## config.mk

```make
export PLATFORM = sky130hd
export DESIGN_NAME = touch_tuning_regs
export DESIGN_NICKNAME = d
export VERILOG_FILES = /design/src/logic/touch_tuning_pkg.sv /design/src/logic/touch_tuning_regs.sv
export SDC_FILE = /design/constraint.sdc
export NUM_CORES = 1
export LEC_CHECK = 0
export ABC_AREA = 1
export BUFFER_PORTS_ARGS = -buffer_cell sky130_fd_sc_hd__buf_2
export CAP_MARGIN = 5
export CORE_ASPECT_RATIO = 1.75
export CORE_UTILIZATION = 25
export DETAILED_ROUTE_END_ITERATION = 12
export GPL_TIMING_DRIVEN = 0
export SYNTH_ARGS = -nofsm -noshare
export SYNTH_HDL_FRONTEND = slang
export SYNTH_SLANG_ARGS = --single-unit
```

## constraint.sdc

```tcl
create_clock -name CLK -period 11 [get_ports CLK]
set_input_delay 1.65 -clock CLK [delete_from_list [all_inputs] [get_ports CLK]]
set_output_delay 1.65 -clock CLK [all_outputs]
set_load 0.05 [all_outputs]
```

## src/logic/touch_tuning_pkg.sv

```systemverilog
// constants, types and state layout of the touch tuning register bank
// Contract
// sensor turns active after difference beats threshold plus margin for debounce samples
// debounce accepts 1 to 255; one means the first qualifying sample activates
// raw count far below baseline leaves the baseline untouched that sample
// enough consecutive far-low samples load the baseline with the raw count
// debounce, negative noise and low baseline count are shared by all sensors
// writing one to filter bit 7 reloads all baselines, then bit self-clears
// drop bit 5 discards samples taken while serial traffic was active
// filter bit 4 enables averaging of raw counts, clear means none
// order field 1:0 picks averaging depth 2, 4, 8 or 16 samples
// sensors scanned in turn by their one-bit scan positions, defaults 0 and 1
// scan position registers take writes only in setup mode
// each sensor has its own eight-bit touch threshold, default 0x64
// writing zero to a current setting stores the default ten instead
// host should program current settings above four to limit noise
// host programs tuning registers after 0x07, 0x50 and 0x51
// bytes 3C, A5, 69 to the lock register unlock the address register
// bytes 96, 5A, C3 to the lock register lock the address register
// writes to the address register are ignored while locked
// a new address is used for matching only after locking again
// lock register bit 0 reads lock state, zero after reset
// second sensor threshold and current registers exist only on two-input variant
// active sensor turns inactive when difference drops below threshold minus margin
// debounce counter restarts when a sample fails to qualify
// low baseline counter restarts when a sample is not far low
// a stray byte abandons a lock sequence and keeps the lock state
package touch_tuning_pkg;

	// ==========================================
	// register offsets
	localparam logic [7:0] OFF_DEBOUNCE  = 8'h53;
	localparam logic [7:0] OFF_NEG_NOISE = 8'h54;
	localparam logic [7:0] OFF_LOW_BL    = 8'h55;
	localparam logic [7:0] OFF_FILTER    = 8'h56;
	localparam logic [7:0] OFF_SCAN0     = 8'h5C;
	localparam logic [7:0] OFF_SCAN1     = 8'h5D;
	localparam logic [7:0] OFF_THRESH0   = 8'h66;
	localparam logic [7:0] OFF_THRESH1   = 8'h67;
	localparam logic [7:0] OFF_CURRENT0  = 8'h70;
	localparam logic [7:0] OFF_CURRENT1  = 8'h71;
	localparam logic [7:0] OFF_LOCK      = 8'h79;
	localparam logic [7:0] OFF_BUS_ADDR  = 8'h7C;

	// ==========================================
	// field positions and masks
	localparam int         FLT_RESET_BIT = 7;
	localparam int         FLT_DROP_BIT  = 5;
	localparam int         FLT_AVG_BIT   = 4;
	localparam logic [7:0] FLT_WR_MASK   = 8'hB3;

	// ==========================================
	// reset values
	localparam logic [7:0] RST_DEBOUNCE  = 8'h0A;
	localparam logic [7:0] RST_NEG_NOISE = 8'h0A;
	localparam logic [7:0] RST_LOW_BL    = 8'h0A;
	localparam logic [7:0] RST_FILTER    = 8'h20;
	localparam logic       RST_SCAN0     = 1'h0;
	localparam logic       RST_SCAN1     = 1'h1;
	localparam logic [7:0] RST_THRESH    = 8'h64;
	localparam logic [7:0] RST_CURRENT   = 8'h0A;
	localparam logic [6:0] RST_BUS_ADDR  = 7'h2A; // arbitrary value

	// ==========================================
	// lock sequence bytes
	localparam logic [7:0] UNLOCK_B0 = 8'h3C;
	localparam logic [7:0] UNLOCK_B1 = 8'hA5;
	localparam logic [7:0] UNLOCK_B2 = 8'h69;
	localparam logic [7:0] LOCK_B0   = 8'h96;
	localparam logic [7:0] LOCK_B1   = 8'h5A;
	localparam logic [7:0] LOCK_B2   = 8'hC3;

	// ==========================================
	// types
	typedef enum logic [2:0] {SEQ_IDLE, SEQ_UN1, SEQ_UN2, SEQ_LK1, SEQ_LK2} lock_seq_t;

	typedef struct packed {
		logic       wr;
		logic       rd;
		logic [7:0] addr;
		logic [7:0] wdata;
	} reg_req_t;

	typedef struct packed {
		logic        valid;
		logic [15:0] count;
	} sample_t;

	typedef struct packed {
		logic [7:0]        debounce;
		logic [7:0]        neg_noise;
		logic [7:0]        low_bl;
		logic [7:0]        filter;
		logic [1:0]        scan_pos;
		logic [1:0][7:0]   thresh;
		logic [1:0][7:0]   current;
		logic              locked;
		lock_seq_t         seq;
		logic [6:0]        addr_pend;
		logic [6:0]        addr_used;
		logic [7:0]        rdata;
		logic              slot;
		logic              scan_ch;
		logic              busy_seen;
		logic [1:0]        reload;
		logic [1:0][15:0]  avg;
		logic [1:0][15:0]  base;
		logic [1:0][7:0]   db_cnt;
		logic [1:0][7:0]   low_cnt;
		logic [1:0]        active;
	} state_t;

endpackage

```

## src/logic/touch_tuning_regs.sv

```systemverilog
// tuning register bank with baseline, debounce, scan order and address lock
`timescale 1ns/1ps
module touch_tuning_regs #(
	parameter bit TWO_INPUT = 1'b1
) (
	input  wire logic                       CLK,
	input  wire logic                       RESET_N,
	input  wire touch_tuning_pkg::reg_req_t REG,
	input  wire logic                       SETUP_MODE,
	input  wire logic                       BUS_ACTIVE,
	input  wire logic [7:0]                 THRESHOLD_MARGIN,
	input  wire touch_tuning_pkg::sample_t  SAMPLE,
	output logic [7:0]                      REG_RDATA,
	output logic                            SCAN_CH,
	output logic [1:0]                      SENSOR_ACTIVE,
	output logic [15:0]                     BASELINE0,
	output logic [15:0]                     BASELINE1,
	output logic [7:0]                      SENSE_CURRENT0,
	output logic [7:0]                      SENSE_CURRENT1,
	output logic [6:0]                      BUS_ADDR,
	output logic                            ADDRESS_LOCK_STATE
);

	// ==========================================
	// state
	touch_tuning_pkg::state_t q;
	touch_tuning_pkg::state_t d;

	// per-sample working values
	logic               ch;
	logic [15:0]        raw;
	logic signed [17:0] delta;
	logic signed [17:0] diff;
	logic signed [17:0] on_level;
	logic signed [17:0] off_level;
	logic signed [17:0] low_level;
	logic [7:0]         db_need;
	logic               next_slot;
	logic               drop;
	logic [2:0]         shift;

	// first byte of a lock or unlock sequence, anything else idles
	function automatic touch_tuning_pkg::lock_seq_t seq_start(input logic [7:0] b);
		touch_tuning_pkg::lock_seq_t s;
		s = touch_tuning_pkg::SEQ_IDLE;
		if (b == touch_tuning_pkg::UNLOCK_B0) begin
			s = touch_tuning_pkg::SEQ_UN1;
		end else if (b == touch_tuning_pkg::LOCK_B0) begin
			s = touch_tuning_pkg::SEQ_LK1;
		end
		return s;
	endfunction

	// ==========================================
	// next state
	always_comb begin
		d         = q;
		ch        = q.scan_ch;
		raw       = 16'h0000;
		delta     = 18'sh00000;
		diff      = 18'sh00000;
		on_level  = 18'sh00000;
		off_level = 18'sh00000;
		low_level = 18'sh00000;
		db_need   = 8'h01;
		next_slot = ~q.slot;
		drop      = 1'b0;
		shift     = {1'b0, q.filter[1:0]} + 3'h1;

		// forced reload
		if (q.filter[touch_tuning_pkg::FLT_RESET_BIT]) begin
			d.filter[touch_tuning_pkg::FLT_RESET_BIT] = 1'b0;
			d.reload                                  = 2'b11;
		end

		// register writes
		if (REG.wr) begin
			unique case (REG.addr)
				touch_tuning_pkg::OFF_DEBOUNCE: begin
					// shared setting
					d.debounce = REG.wdata;
				end
				touch_tuning_pkg::OFF_NEG_NOISE: begin
					d.neg_noise = REG.wdata;
				end
				touch_tuning_pkg::OFF_LOW_BL: begin
					d.low_bl = REG.wdata;
				end
				touch_tuning_pkg::OFF_FILTER: begin
					d.filter = REG.wdata & touch_tuning_pkg::FLT_WR_MASK;
				end
				touch_tuning_pkg::OFF_SCAN0: begin
					// setup mode only
					if (SETUP_MODE) begin
						d.scan_pos[0] = REG.wdata[0];
					end
				end
				touch_tuning_pkg::OFF_SCAN1: begin
					if (SETUP_MODE && TWO_INPUT) begin
						d.scan_pos[1] = REG.wdata[0];
					end
				end
				touch_tuning_pkg::OFF_THRESH0: begin
					// own threshold per sensor
					d.thresh[0] = REG.wdata;
				end
				touch_tuning_pkg::OFF_THRESH1: begin
					// absent on single variant
					if (TWO_INPUT) begin
						d.thresh[1] = REG.wdata;
					end
				end
				touch_tuning_pkg::OFF_CURRENT0: begin
					// zero restores default
					d.current[0] = (REG.wdata == 8'h00) ? touch_tuning_pkg::RST_CURRENT
						: REG.wdata;
				end
				touch_tuning_pkg::OFF_CURRENT1: begin
					if (TWO_INPUT) begin
						d.current[1] = (REG.wdata == 8'h00) ? touch_tuning_pkg::RST_CURRENT
							: REG.wdata;
					end
				end
				touch_tuning_pkg::OFF_LOCK: begin
					// stray byte restarts the match
					d.seq = seq_start(REG.wdata);
					unique case (q.seq)
						touch_tuning_pkg::SEQ_UN1: begin
							if (REG.wdata == touch_tuning_pkg::UNLOCK_B1) begin
								d.seq = touch_tuning_pkg::SEQ_UN2;
							end
						end
						touch_tuning_pkg::SEQ_UN2: begin
							// unlock completes
							if (REG.wdata == touch_tuning_pkg::UNLOCK_B2) begin
								d.seq    = touch_tuning_pkg::SEQ_IDLE;
								d.locked = 1'b0;
							end
						end
						touch_tuning_pkg::SEQ_LK1: begin
							if (REG.wdata == touch_tuning_pkg::LOCK_B1) begin
								d.seq = touch_tuning_pkg::SEQ_LK2;
							end
						end
						touch_tuning_pkg::SEQ_LK2: begin
							// lock completes
							// new address takes effect
							if (REG.wdata == touch_tuning_pkg::LOCK_B2) begin
								d.seq       = touch_tuning_pkg::SEQ_IDLE;
								d.locked    = 1'b1;
								d.addr_used = q.addr_pend;
							end
						end
						touch_tuning_pkg::SEQ_IDLE: begin
						end
					endcase
				end
				touch_tuning_pkg::OFF_BUS_ADDR: begin
					// ignored while locked
					if (!q.locked) begin
						d.addr_pend = REG.wdata[6:0];
					end
				end
				default: begin
				end
			endcase
		end

		// register reads, unmapped reads zero
		if (REG.rd) begin
			unique case (REG.addr)
				touch_tuning_pkg::OFF_DEBOUNCE:  d.rdata = q.debounce;
				touch_tuning_pkg::OFF_NEG_NOISE: d.rdata = q.neg_noise;
				touch_tuning_pkg::OFF_LOW_BL:    d.rdata = q.low_bl;
				touch_tuning_pkg::OFF_FILTER:    d.rdata = q.filter;
				touch_tuning_pkg::OFF_SCAN0:     d.rdata = {7'h00, q.scan_pos[0]};
				touch_tuning_pkg::OFF_SCAN1:     d.rdata = TWO_INPUT ? {7'h00, q.scan_pos[1]}
					: 8'h00;
				touch_tuning_pkg::OFF_THRESH0:   d.rdata = q.thresh[0];
				touch_tuning_pkg::OFF_THRESH1:   d.rdata = TWO_INPUT ? q.thresh[1] : 8'h00;
				touch_tuning_pkg::OFF_CURRENT0:  d.rdata = q.current[0];
				touch_tuning_pkg::OFF_CURRENT1:  d.rdata = TWO_INPUT ? q.current[1] : 8'h00;
				// lock state on bit 0
				touch_tuning_pkg::OFF_LOCK:      d.rdata = {7'h00, q.locked};
				touch_tuning_pkg::OFF_BUS_ADDR:  d.rdata = {1'b0, q.addr_pend};
				default:                         d.rdata = 8'h00;
			endcase
		end

		// serial traffic seen since the last sample
		d.busy_seen = q.busy_seen | BUS_ACTIVE;

		// ==========================================
		// sample processing for the scanned sensor
		if (SAMPLE.valid) begin
			d.busy_seen = BUS_ACTIVE;
			// advance to the sensor holding the next position
			if (TWO_INPUT) begin
				d.slot    = next_slot;
				d.scan_ch = (q.scan_pos[0] != next_slot) && (q.scan_pos[1] == next_slot);
			end
			// drop sample on bus traffic
			drop = q.filter[touch_tuning_pkg::FLT_DROP_BIT] && (q.busy_seen || BUS_ACTIVE);
			if (!drop) begin
				// averaging enable
				// depth from order field
				delta = $signed({2'b00, SAMPLE.count}) - $signed({2'b00, q.avg[ch]});
				if (q.filter[touch_tuning_pkg::FLT_AVG_BIT] && !q.reload[ch]) begin
					d.avg[ch] = 16'(q.avg[ch] + 16'(delta >>> shift));
				end else begin
					d.avg[ch] = SAMPLE.count;
				end
				raw = q.filter[touch_tuning_pkg::FLT_AVG_BIT] ? d.avg[ch] : SAMPLE.count;

				diff      = $signed({2'b00, raw}) - $signed({2'b00, q.base[ch]});
				on_level  = $signed({10'h000, q.thresh[ch]})
					+ $signed({10'h000, THRESHOLD_MARGIN});
				off_level = $signed({10'h000, q.thresh[ch]})
					- $signed({10'h000, THRESHOLD_MARGIN});
				low_level = -$signed({10'h000, q.neg_noise});
				// setting of zero acts as one
				db_need   = (q.debounce == 8'h00) ? 8'h01 : q.debounce;

				if (q.reload[ch]) begin
					d.base[ch]    = raw;
					d.reload[ch]  = q.filter[touch_tuning_pkg::FLT_RESET_BIT]; // new reload wins
					d.low_cnt[ch] = 8'h00;
					d.db_cnt[ch]  = 8'h00;
					d.active[ch]  = 1'b0;
				end else begin
					// baseline tracking
					if (diff < low_level) begin
						// hold baseline
						// reload after enough low samples
						if (8'(q.low_cnt[ch] + 8'h01) >= q.low_bl) begin
							d.base[ch]    = raw;
							d.low_cnt[ch] = 8'h00;
						end else begin
							d.low_cnt[ch] = 8'(q.low_cnt[ch] + 8'h01);
						end
					end else begin
						// restart low count
						d.low_cnt[ch] = 8'h00;
						if (diff < 0) begin
							d.base[ch] = raw;
						end else if (diff > 0 && !q.active[ch]) begin
							d.base[ch] = 16'(q.base[ch] + 16'h0001);
						end
					end
					// activation and release
					if (q.active[ch]) begin
						// release below threshold minus margin
						if (diff < off_level) begin
							d.active[ch] = 1'b0;
						end
						d.db_cnt[ch] = 8'h00;
					end else if (diff > on_level) begin
						// consecutive qualifying samples
						if (8'(q.db_cnt[ch] + 8'h01) >= db_need) begin
							d.active[ch] = 1'b1;
							d.db_cnt[ch] = 8'h00;
						end else begin
							d.db_cnt[ch] = 8'(q.db_cnt[ch] + 8'h01);
						end
					end else begin
						// restart debounce
						d.db_cnt[ch] = 8'h00;
					end
				end
			end
		end
		if (!TWO_INPUT) begin
			d.active[1] = 1'b0;
		end
	end

	// ==========================================
	// state register, synchronous reset
	always_ff @(posedge CLK) begin
		if (!RESET_N) begin
			q           <= '0;
			q.debounce  <= touch_tuning_pkg::RST_DEBOUNCE;
			q.neg_noise <= touch_tuning_pkg::RST_NEG_NOISE;
			q.low_bl    <= touch_tuning_pkg::RST_LOW_BL;
			q.filter    <= touch_tuning_pkg::RST_FILTER;
			q.scan_pos  <= {touch_tuning_pkg::RST_SCAN1, touch_tuning_pkg::RST_SCAN0};
			q.thresh    <= {2{touch_tuning_pkg::RST_THRESH}};
			q.current   <= {2{touch_tuning_pkg::RST_CURRENT}};
			q.seq       <= touch_tuning_pkg::SEQ_IDLE;
			q.addr_pend <= touch_tuning_pkg::RST_BUS_ADDR;
			q.addr_used <= touch_tuning_pkg::RST_BUS_ADDR;
			q.reload    <= 2'b11;
		end else begin
			q <= d;
		end
	end

	// ==========================================
	// outputs straight from the state flops
	assign REG_RDATA          = q.rdata;
	assign SCAN_CH            = q.scan_ch;
	assign SENSOR_ACTIVE      = q.active;
	assign BASELINE0          = q.base[0];
	assign BASELINE1          = q.base[1];
	assign SENSE_CURRENT0     = q.current[0];
	assign SENSE_CURRENT1     = q.current[1];
	assign BUS_ADDR           = q.addr_used;
	assign ADDRESS_LOCK_STATE = q.locked;

endmodule

```

==> results of run 1 <==
[cell families (layout without fill, tap and decap cells)]
family / after synthesis / in the layout / share of synthesized area
adder cells (fa/ha/maj): 124 / 124 / 0.100
AO/OA/AOI/OAI: 636 / 636 / 0.218
multiplexers: 14 / 14 / 0.00885
flip-flops: 192 / 192 / 0.243
AND/OR/NAND/NOR: 954 / 954 / 0.258
XOR/XNOR: 74 / 74 / 0.0410
buffers and inverters: 472 / 618 / 0.131
[metrics by stage]
step | cells | setup TNS [ns] | hold WS, ns
2_1_floorplan | 2466 | 0 | 0.431
3_3_place_gp | 3376 | -75.64 | 0.452
3_5_place_dp | 3377 | -75.08 | 0.459
6_report | 3411 | 0 | 0.464
4_1_cts | 3406 | 0 | 0.470
5_1_grt | 3411 | 0 | 0.485
[what timing repair did]
item / CTS / global route
setup buffers: 0 / 5
gates resized for setup: 30 / 27
hold buffers: 0 / 0
endpoints found under the setup margin: 66 / 63
pin swaps: 0 / 1
[cell usage in the layout, fill, tap and decap left out, types with 17 or more instances in the layout]
master / n
nand4_1: 17
clkbuf_1: 53
or2_2: 22
o21ai_0: 287
dfxtp_1: 191
ha_1: 117
nand3_1: 134
clkbuf_16: 17
nand2_1: 552
buf_2: 119
nor2_1: 150
xnor2_1: 17
buf_4: 75
o21bai_1: 17
inv_1: 308
a21oi_1: 222
nor3_1: 29
xor2_1: 57
o211ai_1: 21
[report_power, final]
part | internal (uW) | leakage [uW] | switching (uW)
clock network | 340 | 0.000279 | 315
logic | 335 | 0.00674 | 697
registers | 717 | 0.00156 | 23.3
total | 1390 | 0.00858 | 1040
[worst register-to-register path: cells and delay by family, from the launching register on]
| kind | cells | cell delay [ns] |
|---|---|---|
| flip-flops | 1 | 0.39 |
| buffers and inverters | 12 | 2.21 |
| AND/OR/NAND/NOR | 32 | 3.49 |
| adder cells (fa/ha/maj) | 5 | 1.83 |
| multiplexers | 1 | 0.21 |
| XOR/XNOR | 2 | 0.39 |
| AO/OA/AOI/OAI | 10 | 1.88 |
[area by class of cell]
class / instances / area (um^2) / area share
multi-input combinational: 1802 / 9970 / 0.550
timing repair buffer: 119 / 616 / 0.0340
tap: 799 / 1000 / 0.0551
clock buffer: 18 / 429 / 0.0237
clock inverter: 12 / 149 / 0.00821
inverter: 320 / 1210 / 0.0667
sequential: 192 / 3850 / 0.212
buffer: 149 / 905 / 0.0499
[per-layer routing]
metal	GRT usage	vias up	wire length (um)
met1	0.200	7865	23000
met4	0.156	0	5370
met3	0.0289	216	3340
met5	0	-	0
li1	-	8392	-
met2	0.355	642	32000
[final timing paths]
check	to	slack, ns	depth (start not counted)
setup / recovery	flip-flop	0.46	62
hold / removal	q[102]	0.46	2
setup reg to reg	flip-flop	0.46	62
hold reg to reg	q[102]	0.46	2
==> run metrics, run 1 <==
Main synth FF type=dfxtp_1; cell with the most instances after synthesis=nand2_1; core area=62400 um^2; Clk pin slew, worst setup/hold paths=0.07 ns; Area contributors post-synth=dfxtp_1 24%, nand2_1 13%, ha_1 9.4%; mean area per synthesized cell=6.42 um^2; Setup WS pre-CTS=-1.50 ns; slowest stage delay, CP=0.51 ns; Die Y=335 um; Die X=192 um; Starting Density=0.254; Max VDD drop=113 uV; CP arrival=10.89 ns; Max FO, Critical Path=10; Final setup violation count=0; Seq/Total Area, Yosys=0.243; CTS Sinks=192; startpoint of the worst hold path=q[102]; CTS buffer count=17; required time worst endpoint=11.35 ns; Worst Slack Setup Final=0.465 ns; clock latency on the worst-skew pair=0.47 ns; post-route minimum period=10.54 ns; Startpoint Class=flip-flop; RSZ-0062 raised after global routing=false; first-pass GRT wire length=95.2 mm; Remaining Overflow, GRT=0; synthesized cell area=15800 um^2; power per cell area=134 nW/um^2; root buffer cell=clkbuf_16; Rel. slew slack=0.160; post-synth top area cell=dfxtp_1; slowest stage cell, crit path=ha_1; row cnt=121; max-cap viol count=0; drt first pass iters=5; Worst Hold Class=reg -> reg; Critical Path Start=SCAN_CH; htree depth=4; yosys warns=0; Synth top area share=0.243; final instance area=18100 um^2; Top Ports=114; DRC viols=0; flops & latches, synth=192; share of synthesized registers carrying an async set or reset=0; vias in the first global route=16428; EDFF count, synth=0; Buf/Inv on CP=12; # diodes=0; Fill cells=7168; placed cell area=17400 um^2; Final Hold Vio Count=0; cell family with most CP delay=simple AND/OR/NAND/NOR gates; outcome=complete, no violations; Antenna Violating Nets Remaining=0; fraction of layout cells with a size suffix above 1=0.119; number of port buffers=111; CTS tree=built; critical path class=reg -> reg; die footprint=64400 um^2; largest net degree at the start of global routing=20; LEAKAGE=0.00858 uW; vias per std cell=5.02; via count=17115; post-layout util=0.291; reg-to-reg critical path startpoint=SCAN_CH; Slew Limit Fails=0; Post-Route WL=63.8 mm; fmax=94.9 MHz; post-synth cell types=56; commonest cells in the netlist=552 x nand2_1, 309 x inv_1, 297 x o21ai_0, 226 x a21oi_1, 192 x dfxtp_1; Worst-Margin Slew=1.25 ns; Syn-to-layout area delta=14.6%; fin nets=2772; GRT Util Overall=0.197; WL/cell=18.7 um; Worst Setup End Kind=flip-flop; most frequent CP cell=nand2_1; post-synthesis cell count=2466; Placer Congestion=1.01; Tot Pwr=2430 uW; Fin Clk Skew=0.0168 ns; clk buf depth=2; syn_nets=2637; 1st-iter DRT viols=1087; antenna violations before repair=3; crit share post-route=0.958; DP Wirelength=51.2 mm
(Power assumes the default switching activity.)
==> run 2: changes to the inputs <==
clock period = 11.5 ns   (was 11 ns; I/O delays follow)
==> run 2 against run 1 <==
  * Sequential power fell by 4.3%
  * Die area did not move
  * Sequential share of layout area barely moved
  * Core utilization fell by 0.054 points
  * Clock skew barely moved
  * Global-route usage rose by 0.079 points
  * Via count rose by 0.22%
  * Final area fell by 0.19%
  * Clock-buffer cell count did not move
  * Critical path depth fell by 2
  * Largest cell class unchanged
==> run metrics, run 2 (synthesis results as in run 1) <==
R2R cell count=60 (was 62); max-cap viol count=0 (unchanged); CTS Sinks=192 (unchanged); placed cell area=17400 um^2 (unchanged); Worst-Margin Slew=1.28 ns (was 1.25 ns); critical path class=reg -> reg (unchanged); Critical Path Start=SCAN_CH (unchanged); DP Wirelength=51.2 mm (unchanged); Starting Density=0.254 (unchanged); fmax=92.3 MHz (was 94.9 MHz); DRC viols=0 (unchanged); RSZ-0062 raised after global routing=false (unchanged); via count=17152 (was 17115); commonest non-fill, non-tap cells in the layout=552 x nand2_1, 308 x inv_1, 289 x o21ai_0, 224 x a21oi_1, 191 x dfxtp_1 (was 552 x nand2_1, 308 x inv_1, 287 x o21ai_0, 222 x a21oi_1, 191 x dfxtp_1); post-route minimum period=10.84 ns (was 10.54 ns); antenna violations before repair=3 (unchanged); Slew Limit Fails=0 (unchanged); row cnt=121 (unchanged); slowest stage delay, CP=0.49 ns (was 0.51 ns); Syn-to-layout area delta=14.3% (was 14.6%); reg-to-reg slack, setup=0.66 ns (was 0.46 ns); Final setup violation count=0 (unchanged); fraction of layout cells with a size suffix above 1=0.117 (was 0.119); Post-Route WL=64.0 mm (was 63.8 mm); Clk pin slew, worst setup/hold paths=0.08 ns (was 0.07 ns); first-pass GRT wire length=95.4 mm (was 95.2 mm); largest net degree at the start of global routing=20 (unchanged); Die X=192 um (unchanged); clock latency on the worst-skew pair=0.47 ns (about the same); final non-filler cell total=3413 (was 3411); slowest stage cell, crit path=ha_1 (unchanged); most frequent CP cell=nand2_1 (unchanged); Die Y=335 um (unchanged); outcome=complete, no violations (unchanged); Rel. slew slack=0.139 (was 0.160); CTS tree=built (unchanged); 1st-iter DRT viols=1108 (was 1087); WL/cell=18.7 um (about the same); Placer Congestion=1.01 (unchanged); fin nets=2774 (was 2772); Max VDD drop=109 uV (was 113 uV); Fin Clk Skew=0.0170 ns (was 0.0168 ns); Worst Setup End Kind=flip-flop (unchanged); htree depth=4 (unchanged); Antenna Violating Nets Remaining=0 (unchanged); Remaining Overflow, GRT=0 (unchanged); CTS buffer count=17 (unchanged); final instance area=18100 um^2 (about the same); CTS hold repair buffers=0 (unchanged); Final Hold Vio Count=0 (unchanged); power per cell area=128 nW/um^2 (was 134 nW/um^2); root buffer cell=clkbuf_16 (unchanged); commonest non-fill, non-tap cell in the layout=nand2_1 (unchanged); CP arrival=11.19 ns (was 10.89 ns); LEAKAGE=0.00857 uW (was 0.00858 uW); GRT Util Overall=0.198 (was 0.197); vias in the first global route=16415 (was 16428); Worst Hold Class=reg -> reg (unchanged); Top Ports=114 (unchanged); drt first pass iters=8 (was 5); core area=62400 um^2 (unchanged); reg-to-reg critical path startpoint=SCAN_CH (unchanged); placed cells=3377 (unchanged); Max FO, Critical Path=10 (unchanged); die footprint=64400 um^2 (unchanged); clk buf depth=2 (unchanged); required time worst endpoint=11.86 ns (was 11.35 ns); Startpoint Class=flip-flop (unchanged); # diodes=0 (unchanged); crit share post-route=0.942 (was 0.958); vias per std cell=5.03 (was 5.02); number of port buffers=111 (unchanged)
-- run 2: cell count changes in the layout (fill, tap and decap cells not counted), moves of 2 or more --
cell	before	now
buf_2	119	121
clkbuf_1	53	56
a21oi_1	222	224
clkbuf_2	4	2
o21ai_0	287	289
-- run 2: critical path: cells and delay by family, from the launching register on --
| kind | cells | cell delay [ns] |
|---|---|---|
| XOR/XNOR | 1 | 0.21 |
| buffers and inverters | 11 | 2.32 |
| adder cells (fa/ha/maj) | 4 | 1.66 |
| AO/OA/AOI/OAI | 13 | 2.54 |
| flip-flops | 1 | 0.46 |
| AND/OR/NAND/NOR | 31 | 3.52 |
-- run 2: worst min path at each step --
stage / depth (start not counted) / from / slack (ns) / to
final: 2 / q[102] / 0.46 / q[102]
after global routing: 2 / REG_RDATA[3] / 0.49 / REG_RDATA[3]
after CTS: 2 / flip-flop / 0.47 / flip-flop
after detailed placement: 2 / flip-flop / 0.46 / flip-flop
after global placement: 2 / q[100] / 0.45 / q[100]
after floorplan: 2 / q[170] / 0.43 / q[99]
-- run 2: repair_timing --
| action | in CTS | in global routing |
|---|---|---|
| endpoints found under the setup margin | 64 | 63 |
| buffers inserted | 0 | 5 |
| resized for setup | 11 | 31 |
| pin swaps | 0 | 0 |
-- run 2: per-layer routing --
layer | global-route usage | wire, um
met5 | 0 | 0
met4 | 0.159 | 5250
met3 | 0.0356 | 3590
met2 | 0.352 | 32300
met1 | 0.200 | 22900
-- run 2: final cells by class --
cell class                      instances  area (um^2)
Tap cell                              799         1000
Timing Repair Buffer                  120          621
Sequential cell                       192         3840
Fill cell                            7167        44300
Clock buffer                           18          429
Inverter                              320         1210
Buffer                                150          900
Multi-Input combinational cell       1802         9940
Clock inverter                         12          149
-- run 2: metrics by stage --
step | setup TNS [ns] | hold slack, ns | worst slack [ns] | power [uW] | utilization
4_1_cts | 0 | 0.470 | 0.00903 | 2300 | 0.288
6_report | 0 | 0.465 | 0.664 | 2320 | 0.290
2_1_floorplan | 0 | 0.431 | 2.57 | 1400 | -
3_3_place_gp | -42.81 | 0.452 | -1.03 | 1670 | 0.279
3_5_place_dp | -42.31 | 0.459 | -0.995 | 1670 | 0.279
5_1_grt | 0 | 0.485 | 0.0324 | 2450 | 0.290
-- run 2: power breakdown --
group	internal (uW)	switching (uW)
combinational	318	664
clock	325	302
sequential	686	22.3
total	1330	989
==> run 3: changes to the inputs <==
CTS_BUF_LIST = sky130_fd_sc_hd__clkbuf_8   (was not set)
clock period = 10.6 ns   (was 11.5 ns; I/O delays follow)
==> run 3 against run 2 <==
  * Critical path depth up 3
  * Global-route usage hardly changed
  * Largest cell class unchanged
  * Via count rose by 0.14%
  * Flip-flop and latch count unchanged
  * Die area did not move
  * Clock-buffer cell count down 1
  * Clock power is 18% lower
  * Fmax rose by 7.7%
  * Wire length grew 0.22%
==> run metrics, run 3 (synthesis results as in run 1) <==
outcome=complete, no violations (unchanged); crit share post-route=0.950 (was 0.942); CTS hold repair buffers=0 (unchanged); max-cap viol count=0 (unchanged); CTS buffer count=17 (unchanged); post-layout util=0.291 (was 0.290); Final setup violation count=0 (unchanged); Fill cells=7159 (was 7167); CTS tree=built (unchanged); commonest non-fill, non-tap cell in the layout=nand2_1 (unchanged); DRC viols=0 (unchanged); post-route minimum period=10.07 ns (was 10.84 ns); Placer Congestion=1.01 (unchanged); slowest stage delay, CP=0.43 ns (was 0.49 ns); slowest stage cell, crit path=dfxtp_4 (was ha_1); first-pass GRT wire length=95.5 mm (was 95.4 mm); Worst Hold Class=reg -> reg (unchanged); Hold WS=0.468 ns (was 0.465 ns); Slew Limit Fails=0 (unchanged); 1st-iter DRT viols=984 (was 1108); commonest non-fill, non-tap cells in the layout=552 x nand2_1, 309 x inv_1, 280 x o21ai_0, 221 x a21oi_1, 191 x dfxtp_1 (was 552 x nand2_1, 308 x inv_1, 289 x o21ai_0, 224 x a21oi_1, 191 x dfxtp_1); Setup WS pre-CTS=-1.90 ns (was -0.995 ns); Max VDD drop=82.8 uV (was 109 uV); Starting Density=0.254 (unchanged); fin nets=2782 (was 2774); htree depth=4 (unchanged); Worst-Margin Slew=1.34 ns (was 1.28 ns); vias in the first global route=16474 (was 16415); Worst Setup End Kind=flip-flop (unchanged); Clk pin slew, worst setup/hold paths=0.11 ns (was 0.08 ns); CTS Sinks=192 (unchanged); Final Hold Vio Count=0 (unchanged); placed cell area=17400 um^2 (unchanged); CP arrival=10.47 ns (was 11.19 ns); Post-Route WL=64.1 mm (was 64.0 mm); fmax=99.3 MHz (was 92.3 MHz); antenna violations before repair=4 (was 3); fraction of layout cells with a size suffix above 1=0.127 (was 0.117); Worst Slack Setup Final=0.535 ns (was 0.664 ns); clock latency on the worst-skew pair=0.51 ns (was 0.47 ns); Die X=192 um (unchanged); Buf/Inv on CP=12 (was 11); reg-to-reg slack, setup=0.53 ns (was 0.66 ns); Startpoint Class=flip-flop (unchanged); Critical Path Stages=63 (was 60); root buffer cell=clkbuf_8 (was clkbuf_16); core area=62400 um^2 (unchanged); Antenna Violating Nets Remaining=0 (unchanged); reg-to-reg critical path startpoint=SCAN_CH (unchanged); Remaining Overflow, GRT=0 (unchanged); largest net degree at the start of global routing=20 (unchanged); Critical Path Start=SCAN_CH (unchanged); vias per std cell=5.02 (was 5.03); cell family with most CP delay=simple AND/OR/NAND/NOR gates (unchanged); clk buf depth=2 (unchanged); R2R cell count=63 (was 60); LEAKAGE=0.00857 uW (about the same); required time worst endpoint=11.01 ns (was 11.86 ns); Die Y=335 um (unchanged); Max FO, Critical Path=10 (unchanged); Fin Clk Skew=0.0237 ns (was 0.0170 ns); power per cell area=131 nW/um^2 (was 128 nW/um^2); row cnt=121 (unchanged); DP Wirelength=51.2 mm (unchanged); Top Ports=114 (unchanged); via count=17176 (was 17152); Rel. slew slack=0.0981 (was 0.139); final instance area=18100 um^2 (about the same); number of port buffers=111 (unchanged); die footprint=64400 um^2 (unchanged); drt first pass iters=5 (was 8); critical path class=reg -> reg (unchanged); Syn-to-layout area delta=14.5% (was 14.3%); GRT Util Overall=0.198 (about the same); most frequent CP cell=nand2_1 (unchanged); WL/cell=18.7 um (about the same)
[run 3: cell types whose count changed in the layout (fill, tap and decap cells not counted), moves of 4 or more]
| cell | change |
|---|---|
| o21ai_2 | +5 |
| clkbuf_8 | +18 |
| ha_1 | -4 |
| clkbuf_1 | -5 |
| buf_4 | +12 |
| o21ai_1 | +4 |
| clkbuf_16 | -17 |
| o21ai_0 | -9 |
| buf_2 | -4 |
[run 3: per-stage QoR]
stage | TNS, ns | cells | power, uW
after global routing | -0.00576 | 3422 | 2520
after CTS | 0 | 3405 | 2340
final | 0 | 3422 | 2380
after detailed placement | -101.48 | 3377 | 1820
after global placement | -102.04 | 3376 | 1810
after floorplan | 0 | 2466 | 1520
[run 3: final cells by class]
| cell class | count | area (um^2) | share of cell area |
|---|---|---|---|
| Timing Repair Buffer | 128 | 696 | 0.0384 |
| Antenna cell | 1 | 2.50 | 0.000138 |
| Multi-Input combinational cell | 1802 | 10000 | 0.554 |
| Clock buffer | 17 | 234 | 0.0129 |
| Clock inverter | 13 | 153 | 0.00842 |
| Inverter | 320 | 1210 | 0.0667 |
| Sequential cell | 192 | 3850 | 0.212 |
| Buffer | 150 | 935 | 0.0516 |
| Tap cell | 799 | 1000 | 0.0552 |
[run 3: repair_timing]
action,4_1_cts,5_1_grt
gates resized for setup,42,42
buffers inserted,0,13
pin swaps,0,10
endpoints found under the setup margin,66,62
[run 3: worst min-delay path by stage]
stage	start	endpoint	depth (start not counted)
floorplan	q[170]	q[99]	2
global placement	q[100]	q[100]	2
detailed placement	flip-flop	flip-flop	2
CTS	flip-flop	flip-flop	2
global route	REG_RDATA[3]	REG_RDATA[3]	2
finish	q[102]	q[102]	2
[run 3: tightest hold or removal path: cells and delay by family (launching register included)]
| family | cells | cell delay, ns |
|---|---|---|
| AOI/OAI and AO/OA | 1 | 0.05 |
| DFF | 1 | 0.33 |
| buffers and inverters | 1 | 0.05 |
[run 3: routing by layer]
| layer | global-route usage | part of all wire |
|---|---|---|
| met5 | 0 | 0 |
| met3 | 0.0361 | 0.056 |
| met4 | 0.160 | 0.086 |
| met2 | 0.351 | 0.50 |
| met1 | 0.201 | 0.36 |
[run 3: where the power goes]
| group | internal [uW] | switching (uW) | total [uW] | leakage (uW) |
|---|---|---|---|---|
| logic | 363 | 734 | 1100 | 0.00681 |
| registers | 744 | 24.4 | 768 | 0.00156 |
| clock network | 213 | 304 | 517 | 0.000196 |
| total | 1320 | 1060 | 2380 | 0.00857 |
